<file path="src/include/link_cap_ctrl_pkg.sv">
// constants for the link capability, control and status register bank
package link_cap_ctrl_pkg;

  // ****************************************
  // configuration space offsets (byte addresses)
  // ****************************************
  localparam logic [11:0] OFF_LINK_CAPABILITIES = 12'h07c;
  localparam logic [11:0] OFF_LINK_CONTROL = 12'h080;
  localparam logic [11:0] OFF_LINK_STATUS = 12'h082;
  localparam int ADDR_W = 12;
  localparam int DATA_W = 32;
  localparam int BE_W = 4;

  // ****************************************
  // link capabilities fields
  // ****************************************
  localparam int CAP_PORT_NUM_LSB = 24;
  localparam logic [7:0] CAP_PORT_NUM = 8'h00;
  localparam int CAP_CLOCK_POWER_MGMT_SUPPORTED_BIT = 18;
  localparam logic CAP_CLOCK_POWER_MGMT_SUPPORTED = 1'b1;
  localparam int CAP_L1_EXIT_LSB = 15;
  localparam int CAP_L0S_EXIT_LSB = 12;
  localparam int CAP_ASPM_SUP_LSB = 10;
  localparam logic [1:0] CAP_ASPM_SUP = 2'h3;
  localparam int CAP_MAX_WIDTH_LSB = 4;
  localparam logic [5:0] CAP_MAX_WIDTH = 6'h01;
  localparam int CAP_MAX_SPEED_LSB = 0;
  localparam logic [3:0] CAP_MAX_SPEED = 4'h2;
  localparam int LAT_W = 3;

  // ****************************************
  // link control fields
  // ****************************************
  localparam int CTL_CLOCK_PM_EN_BIT = 8;
  localparam int CTL_EXT_SYNCH_BIT = 7;
  localparam int CTL_COMMON_CLK_BIT = 6;
  localparam int CTL_RETRAIN_BIT = 5;
  localparam int CTL_LINK_OFF_BIT = 4;
  localparam int CTL_RCB_BIT = 3;
  localparam int CTL_ASPM_LSB = 0;
  localparam logic [15:0] CTL_RESET = 16'h0000;
  localparam logic [15:0] CTL_WR_MASK = 16'h01cb;

  // ****************************************
  // link status fields
  // ****************************************
  localparam int STS_SLOT_CLK_BIT = 12;
  localparam logic STS_SLOT_CLK = 1'b1;
  localparam int STS_NEG_WIDTH_LSB = 4;
  localparam logic [5:0] STS_NEG_WIDTH = 6'h01;
  localparam int STS_SPEED_LSB = 0;

  // aspm control encodings
  typedef enum logic [1:0] {
    ASPM_OFF = 2'b00,
    ASPM_L0S = 2'b01,
    ASPM_L1 = 2'b10,
    ASPM_BOTH = 2'b11
  } aspm_mode_t;

endpackage

</file>
<file path="src/include/exit_latency_if.sv">
// carrier between the register bank and its exit latency selector
`timescale 1ns/1ns
interface exit_latency_if;
  logic common_clock;
  logic [2:0] l1_async;
  logic [2:0] l1_shared;
  logic [2:0] l0s_async;
  logic [2:0] l0s_shared;
  logic [2:0] l1_exit_time;
  logic [2:0] l0s_exit_time;

  modport bank (
    output common_clock, l1_async, l1_shared, l0s_async, l0s_shared,
    input l1_exit_time, l0s_exit_time
  );
  modport sel (
    input common_clock, l1_async, l1_shared, l0s_async, l0s_shared,
    output l1_exit_time, l0s_exit_time
  );
endinterface

</file>
<file path="src/exit_latency_select.sv">
// picks the reported exit latencies by the common clock selection
`timescale 1ns/1ns
module exit_latency_select (
  input wire logic i_ref_clk,
  input wire logic i_rst,
  exit_latency_if.sel lat
);
  import link_cap_ctrl_pkg::*;

  logic [LAT_W-1:0] l1_ff;
  logic [LAT_W-1:0] l0s_ff;
  logic [LAT_W-1:0] nxt_l1;
  logic [LAT_W-1:0] nxt_l0s;

  // shared clock values when both ends run off one reference
  always_comb begin
    nxt_l1 = lat.common_clock ? lat.l1_shared : lat.l1_async;
    nxt_l0s = lat.common_clock ? lat.l0s_shared : lat.l0s_async;
  end

  // registered so the read path sees a clean flop, one cycle behind
  always_ff @(posedge i_ref_clk) begin
    if (i_rst) begin
      l1_ff <= '0;
      l0s_ff <= '0;
    end else begin
      l1_ff <= nxt_l1;
      l0s_ff <= nxt_l0s;
    end
  end

  assign lat.l1_exit_time = l1_ff;
  assign lat.l0s_exit_time = l0s_ff;
endmodule

</file>
<file path="src/link_cap_ctrl_regs.sv">
// link capability, control and status register bank in config space
`timescale 1ns/1ns
module link_cap_ctrl_regs (
  input wire logic i_ref_clk,
  input wire logic i_rst,
  // configuration access port
  input wire logic i_cfg_wr,
  input wire logic i_cfg_rd,
  input wire logic [link_cap_ctrl_pkg::ADDR_W-1:0] i_cfg_addr,
  input wire logic [link_cap_ctrl_pkg::BE_W-1:0] i_cfg_be,
  input wire logic [link_cap_ctrl_pkg::DATA_W-1:0] i_cfg_wdata,
  output logic [link_cap_ctrl_pkg::DATA_W-1:0] o_cfg_rdata,
  output logic o_cfg_rd_valid,
  output logic o_cfg_wr_done,
  // latency values held by the general control register
  input wire logic [link_cap_ctrl_pkg::LAT_W-1:0] i_l1_exit_time_async,
  input wire logic [link_cap_ctrl_pkg::LAT_W-1:0] i_l1_exit_time_shared_clk,
  input wire logic [link_cap_ctrl_pkg::LAT_W-1:0] i_l0s_exit_time_async,
  input wire logic [link_cap_ctrl_pkg::LAT_W-1:0] i_l0s_exit_time_shared_clk,
  // live speed from the link layer
  input wire logic [3:0] i_current_link_speed,
  // control exported to the link power-state logic
  output logic [1:0] o_aspm_control,
  output logic o_l0s_entry_enable,
  output logic o_l1_entry_enable,
  output logic o_clock_pm_enable,
  output logic o_extended_synch,
  output logic o_common_clock_select,
  output logic o_read_completion_boundary
);
  import link_cap_ctrl_pkg::*;

  // ****************************************
  // decode helpers
  // ****************************************

  // dword match on the word address, byte offset bits ignored
  function automatic logic dword_hit(input logic [ADDR_W-1:0] addr,
                                     input logic [ADDR_W-1:0] base);
    dword_hit = (addr[ADDR_W-1:2] == base[ADDR_W-1:2]);
  endfunction

  // expand byte enables into a bit mask over the whole dword
  function automatic logic [DATA_W-1:0] lane_mask(input logic [BE_W-1:0] be);
    logic [DATA_W-1:0] m;
    m = '0;
    for (int i = 0; i < BE_W; i++) begin
      m[i*8 +: 8] = {8{be[i]}};
    end
    lane_mask = m;
  endfunction

  // ****************************************
  // storage for the link control word
  // ****************************************
  logic [15:0] ctl_ff;
  logic [15:0] nxt_ctl;
  logic ctl_wr_hit;
  logic [15:0] ctl_lane;
  logic [DATA_W-1:0] be_lanes;

  // control sits in the low half, so only lanes 0 and 1 matter here
  assign ctl_wr_hit = i_cfg_wr && dword_hit(i_cfg_addr, OFF_LINK_CONTROL);
  assign be_lanes = lane_mask(i_cfg_be);
  assign ctl_lane = be_lanes[15:0];

  // only the writable bits take new data; retrain, link off and reserved
  // bits are outside the mask so they can never be set
  always_comb begin
    nxt_ctl = ctl_ff;
    if (ctl_wr_hit) begin
      // clock pm enable, ext synch, common clock, rcb, aspm mode
      nxt_ctl = (ctl_ff & ~(CTL_WR_MASK & ctl_lane))
              | (i_cfg_wdata[15:0] & CTL_WR_MASK & ctl_lane);
    end
    nxt_ctl = nxt_ctl & CTL_WR_MASK;
  end

  // control word, cleared on reset
  always_ff @(posedge i_ref_clk) begin
    if (i_rst) begin
      ctl_ff <= CTL_RESET;
    end else begin
      ctl_ff <= nxt_ctl;
    end
  end

  // ****************************************
  // exit latency selection
  // ****************************************
  exit_latency_if lat_if ();

  // host picks the common clock bit; the selector follows it
  assign lat_if.common_clock = ctl_ff[CTL_COMMON_CLK_BIT];
  assign lat_if.l1_async = i_l1_exit_time_async;
  assign lat_if.l1_shared = i_l1_exit_time_shared_clk;
  assign lat_if.l0s_async = i_l0s_exit_time_async;
  assign lat_if.l0s_shared = i_l0s_exit_time_shared_clk;

  exit_latency_select u_lat_sel (
    .i_ref_clk(i_ref_clk),
    .i_rst(i_rst),
    .lat(lat_if.sel)
  );

  // ****************************************
  // read-side words
  // ****************************************
  logic [DATA_W-1:0] cap_word;
  logic [15:0] sts_word;

  // capability word, constants plus the mirrored latencies
  always_comb begin
    cap_word = '0; // reserved 23:19 stay zero
    cap_word[CAP_PORT_NUM_LSB +: 8] = CAP_PORT_NUM;
    cap_word[CAP_CLOCK_POWER_MGMT_SUPPORTED_BIT] = CAP_CLOCK_POWER_MGMT_SUPPORTED;
    cap_word[CAP_L1_EXIT_LSB +: LAT_W] = lat_if.l1_exit_time;
    cap_word[CAP_L0S_EXIT_LSB +: LAT_W] = lat_if.l0s_exit_time;
    cap_word[CAP_ASPM_SUP_LSB +: 2] = CAP_ASPM_SUP;
    cap_word[CAP_MAX_WIDTH_LSB +: 6] = CAP_MAX_WIDTH;
    cap_word[CAP_MAX_SPEED_LSB +: 4] = CAP_MAX_SPEED;
  end

  // status word, speed is live rather than stored
  always_comb begin
    sts_word = '0;
    sts_word[STS_SLOT_CLK_BIT] = STS_SLOT_CLK;
    sts_word[STS_NEG_WIDTH_LSB +: 6] = STS_NEG_WIDTH;
    sts_word[STS_SPEED_LSB +: 4] = i_current_link_speed;
  end

  // ****************************************
  // configuration read mux
  // ****************************************
  logic [DATA_W-1:0] nxt_rdata;
  logic [DATA_W-1:0] rdata_ff;
  logic rd_valid_ff;
  logic wr_done_ff;

  // control and status share one dword; unmapped dwords read zero
  always_comb begin
    nxt_rdata = '0;
    if (dword_hit(i_cfg_addr, OFF_LINK_CAPABILITIES)) begin
      nxt_rdata = cap_word;
    end else if (dword_hit(i_cfg_addr, OFF_LINK_CONTROL)) begin
      nxt_rdata = {sts_word, ctl_ff};
    end
    // byte enables trim the answer so unrequested lanes read zero
    nxt_rdata = nxt_rdata & lane_mask(i_cfg_be);
  end

  // read data held until the next read replaces it
  always_ff @(posedge i_ref_clk) begin
    if (i_rst) begin
      rdata_ff <= '0;
    end else if (i_cfg_rd) begin
      rdata_ff <= nxt_rdata;
    end
  end

  // one-cycle completion strobes
  always_ff @(posedge i_ref_clk) begin
    if (i_rst) begin
      rd_valid_ff <= 1'b0;
      wr_done_ff <= 1'b0;
    end else begin
      rd_valid_ff <= i_cfg_rd;
      wr_done_ff <= i_cfg_wr;
    end
  end

  assign o_cfg_rdata = rdata_ff;
  assign o_cfg_rd_valid = rd_valid_ff;
  assign o_cfg_wr_done = wr_done_ff;

  // ****************************************
  // exported power management control
  // ****************************************
  aspm_mode_t aspm_mode;

  // power-state logic may only enter a state software has enabled
  assign aspm_mode = aspm_mode_t'(ctl_ff[CTL_ASPM_LSB +: 2]);
  assign o_aspm_control = ctl_ff[CTL_ASPM_LSB +: 2];
  assign o_l0s_entry_enable = (aspm_mode == ASPM_L0S) || (aspm_mode == ASPM_BOTH);
  assign o_l1_entry_enable = (aspm_mode == ASPM_L1) || (aspm_mode == ASPM_BOTH);
  assign o_clock_pm_enable = ctl_ff[CTL_CLOCK_PM_EN_BIT];
  assign o_extended_synch = ctl_ff[CTL_EXT_SYNCH_BIT];
  assign o_common_clock_select = ctl_ff[CTL_COMMON_CLK_BIT];
  assign o_read_completion_boundary = ctl_ff[CTL_RCB_BIT];

endmodule

</file>
<file path="config.mk">
export PLATFORM = sky130hd
export DESIGN_NAME = link_cap_ctrl_regs
export DESIGN_NICKNAME = d
export VERILOG_FILES = /design/src/include/link_cap_ctrl_pkg.sv /design/src/include/exit_latency_if.sv /design/src/exit_latency_select.sv /design/src/link_cap_ctrl_regs.sv
export SDC_FILE = /design/constraint.sdc
export NUM_CORES = 1
export LEC_CHECK = 0
export ABC_AREA = 1
export ABC_CLOCK_PERIOD_IN_PS = 1000
export BUFFER_PORTS_ARGS = -buffer_cell sky130_fd_sc_hd__buf_2
export CORE_ASPECT_RATIO = 0.9
export CORE_MARGIN = 1
export CORE_UTILIZATION = 34
export CTS_BUF_LIST = sky130_fd_sc_hd__clkbuf_8
export DETAILED_ROUTE_END_ITERATION = 16
export GPL_ROUTABILITY_DRIVEN = 0
export PLACE_DENSITY = 0.73
export SYNTH_ARGS = -nofsm -noshare
export SYNTH_HDL_FRONTEND = slang
export SYNTH_SLANG_ARGS = --single-unit
</file>
<file path="constraint.sdc">
create_clock -name i_ref_clk -period 1 [get_ports i_ref_clk]
set_input_delay 0.25 -clock i_ref_clk [delete_from_list [all_inputs] [get_ports i_ref_clk]]
set_output_delay 0.25 -clock i_ref_clk [all_outputs]
set_load 0.01 [all_outputs]
</file>
==> results.yml, run 1 <==
run_status:
  status: "finished, violations left"
  violations: "setup timing"
clock_tree:
  clk-insertion-delay-late_ns: 0.28
  htreeDepth: 2
  cts_root_buf: "clkbuf_8"
  cts_tree: "done"
  clk_pin_slew_ns: 0.07
  clock_sinks: 32
  cts_buffers: 5
  ctsHoldBuffers: 0
  cts_buffer_depth: 2
die:
  dieArea_mm2: 0.00442
  initial_utilization: 0.366
  core_area_mm2: 0.00386
  ios: 110
  die_h_um: 63.2
  rows: 21
  dieWidth_um: 70.0
setup_path:
  r2r_slack_ns: 0.07
  timing.rr.end: "u_lat_sel.lat.l1_exit_time[0]"
  path_cells: "buf_6"
  worstSetupEndpointType: "output pin"
  slowest_stage: "dfxtp_4"
  path_class: "reg -> out"
  crit_fanout: 4
  rr_worst_depth: 4
  cp.depth: 1
  crit_path_end: "o_aspm_control[0]"
  critPathLaunchType: "flop"
  cpPeakStageDelay_ns: 0.36
  required_ns: 0.75
  critPathBufInv: 1
  critPathArrivalTime_ns: 0.76
  cp_top_family: "flip-flops"
routing:
  drt_iter0_drc: 88
  routed_wl_um: 3720
  dr.pass1.iters: 4
  dr_total_vias: 1461
  wl_per_cell_um: 11.8
  antenna_left: 0
  drc_errors: 0
  via_per_inst: 4.62
finish:
  final_nets: 337
  fillCellCount: 334
  final_area_mm2: 0.00230
  drive_above_1_share: 0.563
  fin_cells: 316
  syn_to_final_growth_pct: 62.4
  diodes: 0
yosys:
  syn_inst: 186
  yosys-top-cells-count: "nand2_1, dfxtp_1, nor2_1"
  yosysWarnings: 0
  synth_top_area_frac: 0.453
  async_flop_share: 0
  synth_ff_type: "dfxtp_1"
  synth_seq_cells: 32
  yosysMostFrequentCell: "nand2_1"
  synth_area_mm2: 0.00142
  synth_edf_count: 0
  seq_area_frac_synth: 0.453
  synth_area_leader_cell: "dfxtp_1"
  yosys-top-cells-area: "dfxtp_1, nand2_1, buf_4, nor2_1, a21oi_1"
  ys_types: 21
  synth.avg_cell_area_um2: 7.61
sta:
  hold_viol_final: 0
  rsz0062_at_grt: "yes"
  finalClockSkew_ns: 0.00438
  timing.hold.ws_ns: 0.188
  layout_min_cycle_time_ns: 1.01
  slew_violations: 0
  period_share: 1.01
  setup_viol: 6
  fin_ws_ns: -0.0112
  max_freq_mhz: 989
place:
  dp_hpwl_um: 2450
  port-buffer-count: 68
  dp_cells: 301
  placed_area_mm2: 0.00184
  dp_slack_ns: -0.342
power:
  p_per_area_mw_per_mm2: 1130
  ir_drop_uv: 648
  leakagePower_nw: 1.06
global_routing:
  grt_max_degree: 22
  antenna_found_initial: 0
  grtUsageTotal: 0.162
  grt_overflow_total: 0
  grt_pass1_wl_um: 5540
  grt_pass1_vias: 1272
hold_path:
  min-delay-path-class: "in -> reg"
flow_run:
  cap_violations: 0
-- metal layers --
layer / track usage / wire [µm] / share of wire / vias up
li1: - / - / - / 738
met1: 0.193 / 1650 / 0.44 / 665
met2: 0.261 / 1810 / 0.49 / 52
met3: 0.0656 / 209 / 0.056 / 6
met4: 0.0600 / 47 / 0.013 / 0
met5: 0 / 0 / 0 / -
-- per-stage QoR --
stage / setup TNS [ns] / utilization / power, W
2_1_floorplan: -0.274 / - / 0.00147
3_3_place_gp: -5.61 / 0.477 / 0.00157
3_5_place_dp: -6.24 / 0.477 / 0.00157
4_1_cts: -0.0479 / 0.528 / 0.00257
5_1_grt: -0.572 / 0.595 / 0.00271
6_report: -0.0298 / 0.595 / 0.00259
-- repair_timing --
item                       in CTS  in global routing
cloned                          0                  0
setup endpoints to repair      27                 44
setup buffers                   4                  3
resized for setup              25                 60
pin swaps                       2                 12
hold endpoints to repair        0                  0
-- placed cells by master (no fill, tap or decap) --
master / n
inv_1: 7
dfxtp_2: 22
buf_4: 14
buf_12: 1
buf_6: 33
a21oi_2: 6
clkinv_2: 2
nor2_4: 5
conb_1: 13
a21oi_1: 13
dfxtp_1: 7
nand4_1: 8
clkbuf_8: 6
buf_2: 36
inv_2: 3
nand3_4: 1
nand3_1: 11
nand3_2: 4
o21ai_1: 1
inv_12: 1
nand2_2: 9
nor3_4: 1
nor2_1: 20
clkinvlp_4: 1
nand2_1: 32
nor2_2: 2
o21ai_0: 6
buf_8: 2
dfxtp_4: 3
-- power breakdown --
part	switching (W)	internal (W)
Clock	0.000468	0.000548
Sequential	0.00000836	0.00129
Combinational	0.000153	0.000127
-- worst min-delay path by stage --
stage / start / endpoint / slack [ns] / depth (start not counted)
2_1_floorplan: i_rst / o_cfg_rdata[12] / 0.31 / 1
5_1_grt: i_cfg_wdata[6] / flop / 0.18 / 3
4_1_cts: i_l0s_exit_time_shared_clk[2] / u_lat_sel.lat.l0s_exit_time[2] / 0.19 / 3
3_3_place_gp: u_lat_sel.lat.l0s_exit_time[2] / o_cfg_rdata[14] / 0.43 / 2
3_5_place_dp: u_lat_sel.lat.l0s_exit_time[2] / o_cfg_rdata[14] / 0.43 / 2
6_report: i_l0s_exit_time_shared_clk[2] / u_lat_sel.lat.l0s_exit_time[2] / 0.19 / 3
-- final cells by class --
cell class	count	area (µm²)	area share
timing repair buffer	86	707	0.308
multi-input combinational	132	701	0.305
sequential	32	679	0.296
clock buffer	6	82.6	0.0359
inverter	12	61.3	0.0267
tap	46	57.6	0.0250
clock inverter	2	10.0	0.00435
-- worst reg2reg max path, cell delays in order (launching register included) --
cell and delay (ns):
dfxtp_4 0.36, buf_6 0.11, clkinvlp_4 0.17, nor2_1 0.13, nor2_1 0.06
-- cell families after synthesis --
| family | synth area share |
|---|---|
| AO/OA/AOI/OAI | 0.103 |
| other | 0.00265 |
| buffers and inverters | 0.134 |
| AND/OR/NAND/NOR | 0.309 |
| flip-flops | 0.453 |
Power figures use the tool's default switching activity.
==> run 2: changes to the inputs <==
--- a/config.mk
+++ b/config.mk
@@ -5,7 +5,6 @@
 export SDC_FILE = /design/constraint.sdc
 export NUM_CORES = 1
 export LEC_CHECK = 0
-export ABC_AREA = 1
 export ABC_CLOCK_PERIOD_IN_PS = 1000
 export BUFFER_PORTS_ARGS = -buffer_cell sky130_fd_sc_hd__buf_2
 export CORE_ASPECT_RATIO = 0.9
@@ -14,7 +13,7 @@
 export CTS_BUF_LIST = sky130_fd_sc_hd__clkbuf_8
 export DETAILED_ROUTE_END_ITERATION = 16
 export GPL_ROUTABILITY_DRIVEN = 0
-export PLACE_DENSITY = 0.73
+export PLACE_DENSITY = 0.74
 export SYNTH_ARGS = -nofsm -noshare
 export SYNTH_HDL_FRONTEND = slang
 export SYNTH_SLANG_ARGS = --single-unit
==> run 2 against run 1 <==
The flow still finishes with violations (setup timing). Global-route usage increased by 2.2 points. Die area decreased by 4.6%. Synthesized area decreased by 4.8%. Sequential power about the same. Cell count decreased by 7.6%. Sequential share of layout area decreased by 0.31 points. Hold slack improved by 0.0033 ns. Via count decreased by 3.6%. Clock power increased by 23%. Largest cell class unchanged. Largest power group unchanged. Highest routed layer unchanged.
==> results.yml, run 2 <==
global_routing:
  grt_pass1_wl_um: 5460
  grtUsageTotal: 0.184
  antenna_found_initial: 0
  grt_pass1_vias: 1231
  grt_overflow_total: 0
  grt_max_degree: 19
routing:
  met3_wirelength_um: 178
  antenna_left: 0
  routed_wl_um: 3820
  dr.pass1.iters: 4
  wl_met1_um: 1620
  drc_errors: 0
  wl_met2_um: 1950
  highest_layer: "met4"
  dr_total_vias: 1408
  drt_iter0_drc: 66
  via_per_inst: 4.82
  wl_per_cell_um: 13.1
setup_path:
  crit_fanout: 3
  crit_start: "i_cfg_addr[4]"
  rr_worst_depth: 3
  r2r_slack_ns: 0.08
  r2r_start: "o_cfg_rdata[18]"
  critPathLaunchType: "primary input"
  worstSetupEndpointType: "flop"
  path_class: "in -> reg"
  timing.rr.end: "o_cfg_rdata[18]"
  critPathArrivalTime_ns: 1.60
  required_ns: 1.16
place:
  placed_area_mm2: 0.00186
  dp_hpwl_um: 2620
  port-buffer-count: 68
  dp_cells: 273
die:
  initial_utilization: 0.359
  dieArea_mm2: 0.00422
  die_h_um: 61.7
  ios: 110
  core_area_mm2: 0.00376
  dieWidth_um: 68.4
  rows: 21
yosys:
  synth_area_mm2: 0.00135
  ys_types: 29
  yosys-top-cells-count: "dfxtp_1, nor2_1, buf_4"
  yosysWarnings: 0
  synth_area_leader_cell: "dfxtp_1"
  synth_seq_cells: 32
  seq_area_frac_synth: 0.475
  yosysMostFrequentCell: "dfxtp_1"
  synth_edf_count: 0
  synth_ff_type: "dfxtp_1"
  syn_inst: 146
  synth.avg_cell_area_um2: 9.23
  yosys-top-cells-area: "dfxtp_1, mux2i_1, buf_4, nor2_1, a21oi_1"
  synth_top_area_frac: 0.475
  async_flop_share: 0
sta:
  layout_min_cycle_time_ns: 1.44
  period_share: 1.44
  finalClockSkew_ns: 0.00383
  hold_viol_final: 0
  rsz0062_at_grt: "yes"
  setup_viol: 25
  tns_ns: -6.74
  fin_ws_ns: -0.439
  max_freq_mhz: 695
  slew_violations: 0
clock_tree:
  ctsHoldBuffers: 0
  clock_sinks: 32
  cts_root_buf: "clkbuf_8"
  cts_buffers: 5
  htreeDepth: 2
  cts_tree: "done"
  cts_buffer_depth: 2
  clk_pin_slew_ns: 0.07
  clk-insertion-delay-late_ns: 0.29
power:
  power_frac_seq: 0.458
  leakagePower_nw: 1.03
  ir_drop_uv: 759
  p_switching_w: 0.000656
  combPwrFrac: 0.098
  internal_power_w: 0.00215
  netSwitchingFraction: 0.233
  p_per_area_mw_per_mm2: 1210
  p_clk_frac: 0.444
finish:
  fillCellCount: 320
  final_area_mm2: 0.00232
  diodes: 0
  drive_above_1_share: 0.593
  final_common_cell: "buf_2"
  syn_to_final_growth_pct: 72.1
  layout_common_cells: "buf_2, buf_4, buf_6, dfxtp_2, nor2_1"
  final_nets: 313
  final_core_util: 0.617
  multi_input_area_um2: 652
  fin_cells: 292
  regArea_um2: 678
run_status:
  status: "finished, violations left"
  violations: "setup timing"
flow_run:
  cap_violations: 0
hold_path:
  min-delay-path-class: "in -> reg"
==> run 2: cell count changes after synthesis, sizes merged, moves of 3 or more <==
cell	delta
a22oi	+3
nand4	-3
a21oi	-8
nor4	+3
o32ai	+3
o21ai	-7
inv	-7
mux2i	+11
nor2	-12
nand2	-31
a22o	+4
nand3	-10
==> run 2: worst min-delay path by stage <==
stage	cells after the start	startpoint	slack, ns	to
finish	3	i_l0s_exit_time_async[0]	0.19	u_lat_sel.lat.l0s_exit_time[0]
global route	3	i_l0s_exit_time_async[0]	0.20	u_lat_sel.lat.l0s_exit_time[0]
CTS	3	i_l0s_exit_time_async[0]	0.18	u_lat_sel.lat.l0s_exit_time[0]
detailed placement	1	u_lat_sel.lat.l0s_exit_time[1]	0.43	o_cfg_rdata[13]
global placement	1	u_lat_sel.lat.l0s_exit_time[1]	0.42	o_cfg_rdata[13]
floorplan	1	i_rst	0.35	o_cfg_rd_valid
==> run 2: cell families (layout without fill, tap and decap cells) <==
group / count (synthesis) / after routing / share of synthesized area
compound gates: 24 / 24 / 0.123
simple gates: 50 / 50 / 0.198
mux: 11 / 11 / 0.0817
other cells: 1 / 13 / 0.00278
flops: 32 / 32 / 0.475
buf+inv: 28 / 116 / 0.119
==> run 2: final cells by class <==
class,count,share of cell area
inverters,5,0.00809
well taps,46,0.0248
flip-flops and latches,32,0.292
repair buffers,103,0.345
clock inverters,3,0.0183
multi-input cells,98,0.281
clock buffers,5,0.0297
==> run 2: worst max-delay path, cell delays in order <==
cell     delay (ns)
buf_6          0.09
or4_4          0.57
buf_4          0.17
o41ai_1        0.40
a21oi_1        0.13
==> run 2: what timing repair did <==
action                     in CTS  in global routing
setup endpoints to repair      48                 46
buffers inserted                7                  5
pin swaps                      14                  7
gates resized for setup        38                 30
==> run 2: metal layers <==
metal  track usage  up-vias
met4         0.107        0
met3        0.0493        7
met5             0        -
li1              -      684
met1         0.222      671
met2         0.297       46
==> run 2: per-stage QoR <==
stage               setup slack [ns]  total power, W  hold slack [ns]
CTS                           -0.417         0.00281            0.183
detailed placement            -0.767         0.00157            0.426
finish                        -0.439         0.00281            0.191
global route                  -0.506         0.00292            0.204
global placement              -0.742         0.00157            0.423
floorplan                     -0.715         0.00145            0.347
==> run 2: power by group through the flow <==
stage	Sequential [W]	Combinational (W)	Clock (W)
after CTS	0.00129	0.000261	0.00126
after detailed placement	0.00132	0.000247	0
final	0.00129	0.000276	0.00125
after global placement	0.00132	0.000245	0
after global routing	0.00129	0.000302	0.00133
after floorplan	0.00133	0.000127	0
==> run 3: changes to the inputs <==
--- a/config.mk
+++ b/config.mk
@@ -5,7 +5,7 @@
 export SDC_FILE = /design/constraint.sdc
 export NUM_CORES = 1
 export LEC_CHECK = 0
-export ABC_CLOCK_PERIOD_IN_PS = 1000
+export ABC_CLOCK_PERIOD_IN_PS = 1700
 export BUFFER_PORTS_ARGS = -buffer_cell sky130_fd_sc_hd__buf_2
 export CORE_ASPECT_RATIO = 0.9
 export CORE_MARGIN = 1
@@ -13,7 +13,7 @@
 export CTS_BUF_LIST = sky130_fd_sc_hd__clkbuf_8
 export DETAILED_ROUTE_END_ITERATION = 16
 export GPL_ROUTABILITY_DRIVEN = 0
-export PLACE_DENSITY = 0.74
+export PLACE_DENSITY = 0.72
 export SYNTH_ARGS = -nofsm -noshare
 export SYNTH_HDL_FRONTEND = slang
 export SYNTH_SLANG_ARGS = --single-unit
==> constraint.sdc (replaced) <==
create_clock -name i_ref_clk -period 1.7 [get_ports i_ref_clk]
set_input_delay 0.425 -clock i_ref_clk [delete_from_list [all_inputs] [get_ports i_ref_clk]]
set_output_delay 0.425 -clock i_ref_clk [all_outputs]
set_load 0.01 [all_outputs]
==> run 3 against run 2 <==
The flow now finishes without violations. Register-to-register slack improved by 0.63 ns. Routed wire length decreased by 17%. Sequential power is 41% lower. Flip-flop and latch count is the same. Largest cell class is now sequential cells.
==> results.yml, run 3 (synthesis results as in run 2) <==
die:
  core_area_mm2: 0.00376
  initial_utilization: 0.359
  rows: 21
  dieWidth_um: 68.4
  die_h_um: 61.7
  dieArea_mm2: 0.00422
  ios: 110
setup_path:
  worstSetupEndpointType: "flop"
  crit_start: "i_cfg_addr[3]"
  r2r_slack_ns: 0.71
  timing.rr.end: "u_lat_sel.lat.l1_exit_time[1]"
  cp_top_family: "simple AND/OR/NAND/NOR gates"
  critPathBufInv: 2
  path_class: "in -> reg"
  required_ns: 1.86
  crit_fanout: 5
  critPathArrivalTime_ns: 1.83
  cpPeakStageDelay_ns: 0.57
  path_cells: "buf_2 -> or4_4 -> nor4_4 -> buf_6 -> mux2i_1 -> nor2_1"
  slowest_stage: "or4_4"
  rr_worst_depth: 2
  critPathLaunchType: "primary input"
clock_tree:
  cts_buffer_depth: 2
  htreeDepth: 2
  cts_root_buf: "clkbuf_8"
  cts_buffers: 5
  clk-insertion-delay-late_ns: 0.27
  clock_sinks: 32
  ctsHoldBuffers: 0
  clk_pin_slew_ns: 0.06
  cts_tree: "done"
sta:
  period_share: 0.983
  fin_ws_ns: 0.0286
  layout_min_cycle_time_ns: 1.67
  slew_violations: 0
  setup_viol: 0
  finalClockSkew_ns: 0.00183
  timing.hold.ws_ns: 0.356
  hold_viol_final: 0
  max_freq_mhz: 598
place:
  dp_slack_ns: -0.248
  dp_cells: 260
  placed_area_mm2: 0.00174
  dp_hpwl_um: 2360
  port-buffer-count: 68
finish:
  final_area_mm2: 0.00184
  syn_to_final_growth_pct: 36.8
  drive_above_1_share: 0.414
  fin_cells: 268
  final_common_cell: "buf_2"
  regArea_um2: 641
  diodes: 0
  layout_common_cells: "buf_2, dfxtp_1, nor2_1, conb_1"
  final_nets: 289
  multi_input_area_um2: 607
  fillCellCount: 375
global_routing:
  grt_pass1_wl_um: 4670
  grt_overflow_total: 0
  antenna_found_initial: 0
  grtUsageTotal: 0.157
  grt_max_degree: 30
  grt_pass1_vias: 1047
routing:
  dr_total_vias: 1271
  drt_iter0_drc: 52
  drc_errors: 0
  via_per_inst: 4.74
  antenna_left: 0
  wl_per_cell_um: 11.9
  routed_wl_um: 3180
  dr.pass1.iters: 4
power:
  p_clk_frac: 0.398
  power_frac_seq: 0.518
  ir_drop_uv: 495
  internal_power_w: 0.00113
  p_switching_w: 0.000338
  combPwrFrac: 0.084
  netSwitchingFraction: 0.229
  leakagePower_nw: 0.856
  p_per_area_mw_per_mm2: 799
flow_run:
  cap_violations: 0
run_status:
  status: "finished, final reports clean"
hold_path:
  min-delay-path-class: "in -> reg"
  hold_depth: 2
  min_from: "i_rst"
  hold_path_end: "o_cfg_rd_valid"
==> run 3: changes by cell type in the layout (fill, tap and decap cells not counted), sizes merged <==
cell      previous run  this run
buf                103        79
bufinv               1         0
clkbuf               5         6
clkinv               1         2
clkinvlp             1         0
==> run 3: how the worst max path moves through the flow <==
stage	cells past startpoint	to
final	6	flop
after global routing	6	flop
after CTS	6	flop
after detailed placement	6	flop
after global placement	6	flop
after floorplan	5	flop
==> run 3: cell type report <==
type                    count  share of cell area
well taps                  46              0.0312
flip-flops and latches     32               0.348
clock inverters             2             0.00543
multi-input cells          98               0.329
inverters                   5              0.0102
repair buffers             79               0.231
clock buffers               6              0.0448
==> run 3: power groups by stage <==
| stage | Combinational (W) | Sequential (W) | Clock, W |
|---|---|---|---|
| after global routing | 0.000140 | 0.000763 | 0.000650 |
| final | 0.000124 | 0.000763 | 0.000586 |
| after CTS | 0.000122 | 0.000763 | 0.000609 |
| after detailed placement | 0.000122 | 0.000779 | 0 |
| after global placement | 0.000121 | 0.000779 | 0 |
| after floorplan | 0.0000739 | 0.000780 | 0 |
==> run 3: stage by stage <==
| stage | power [W] | utilization | setup TNS (ns) |
|---|---|---|---|
| floorplan | 0.000854 | - | -1.43 |
| global placement | 0.000900 | 0.462 | -2.56 |
| finish | 0.00147 | 0.491 | 0 |
| detailed placement | 0.000902 | 0.462 | -2.96 |
| global route | 0.00155 | 0.491 | -0.0412 |
| CTS | 0.00149 | 0.487 | 0 |
==> run 3: timing repair <==
| action | 4_1_cts | 5_1_grt |
|---|---|---|
| setup buffers | 0 | 0 |
| setup endpoints to repair | 0 | 8 |
| gates resized for setup | 0 | 3 |
==> run 3: routing by layer <==
metal / vias to the layer above / GRT usage / wire (µm)
li1: 638 / - / -
met1: 589 / 0.180 / 1440
met2: 42 / 0.249 / 1540
met3: 2 / 0.0821 / 182
met4: 0 / 0.0595 / 16
met5: - / 0 / 0
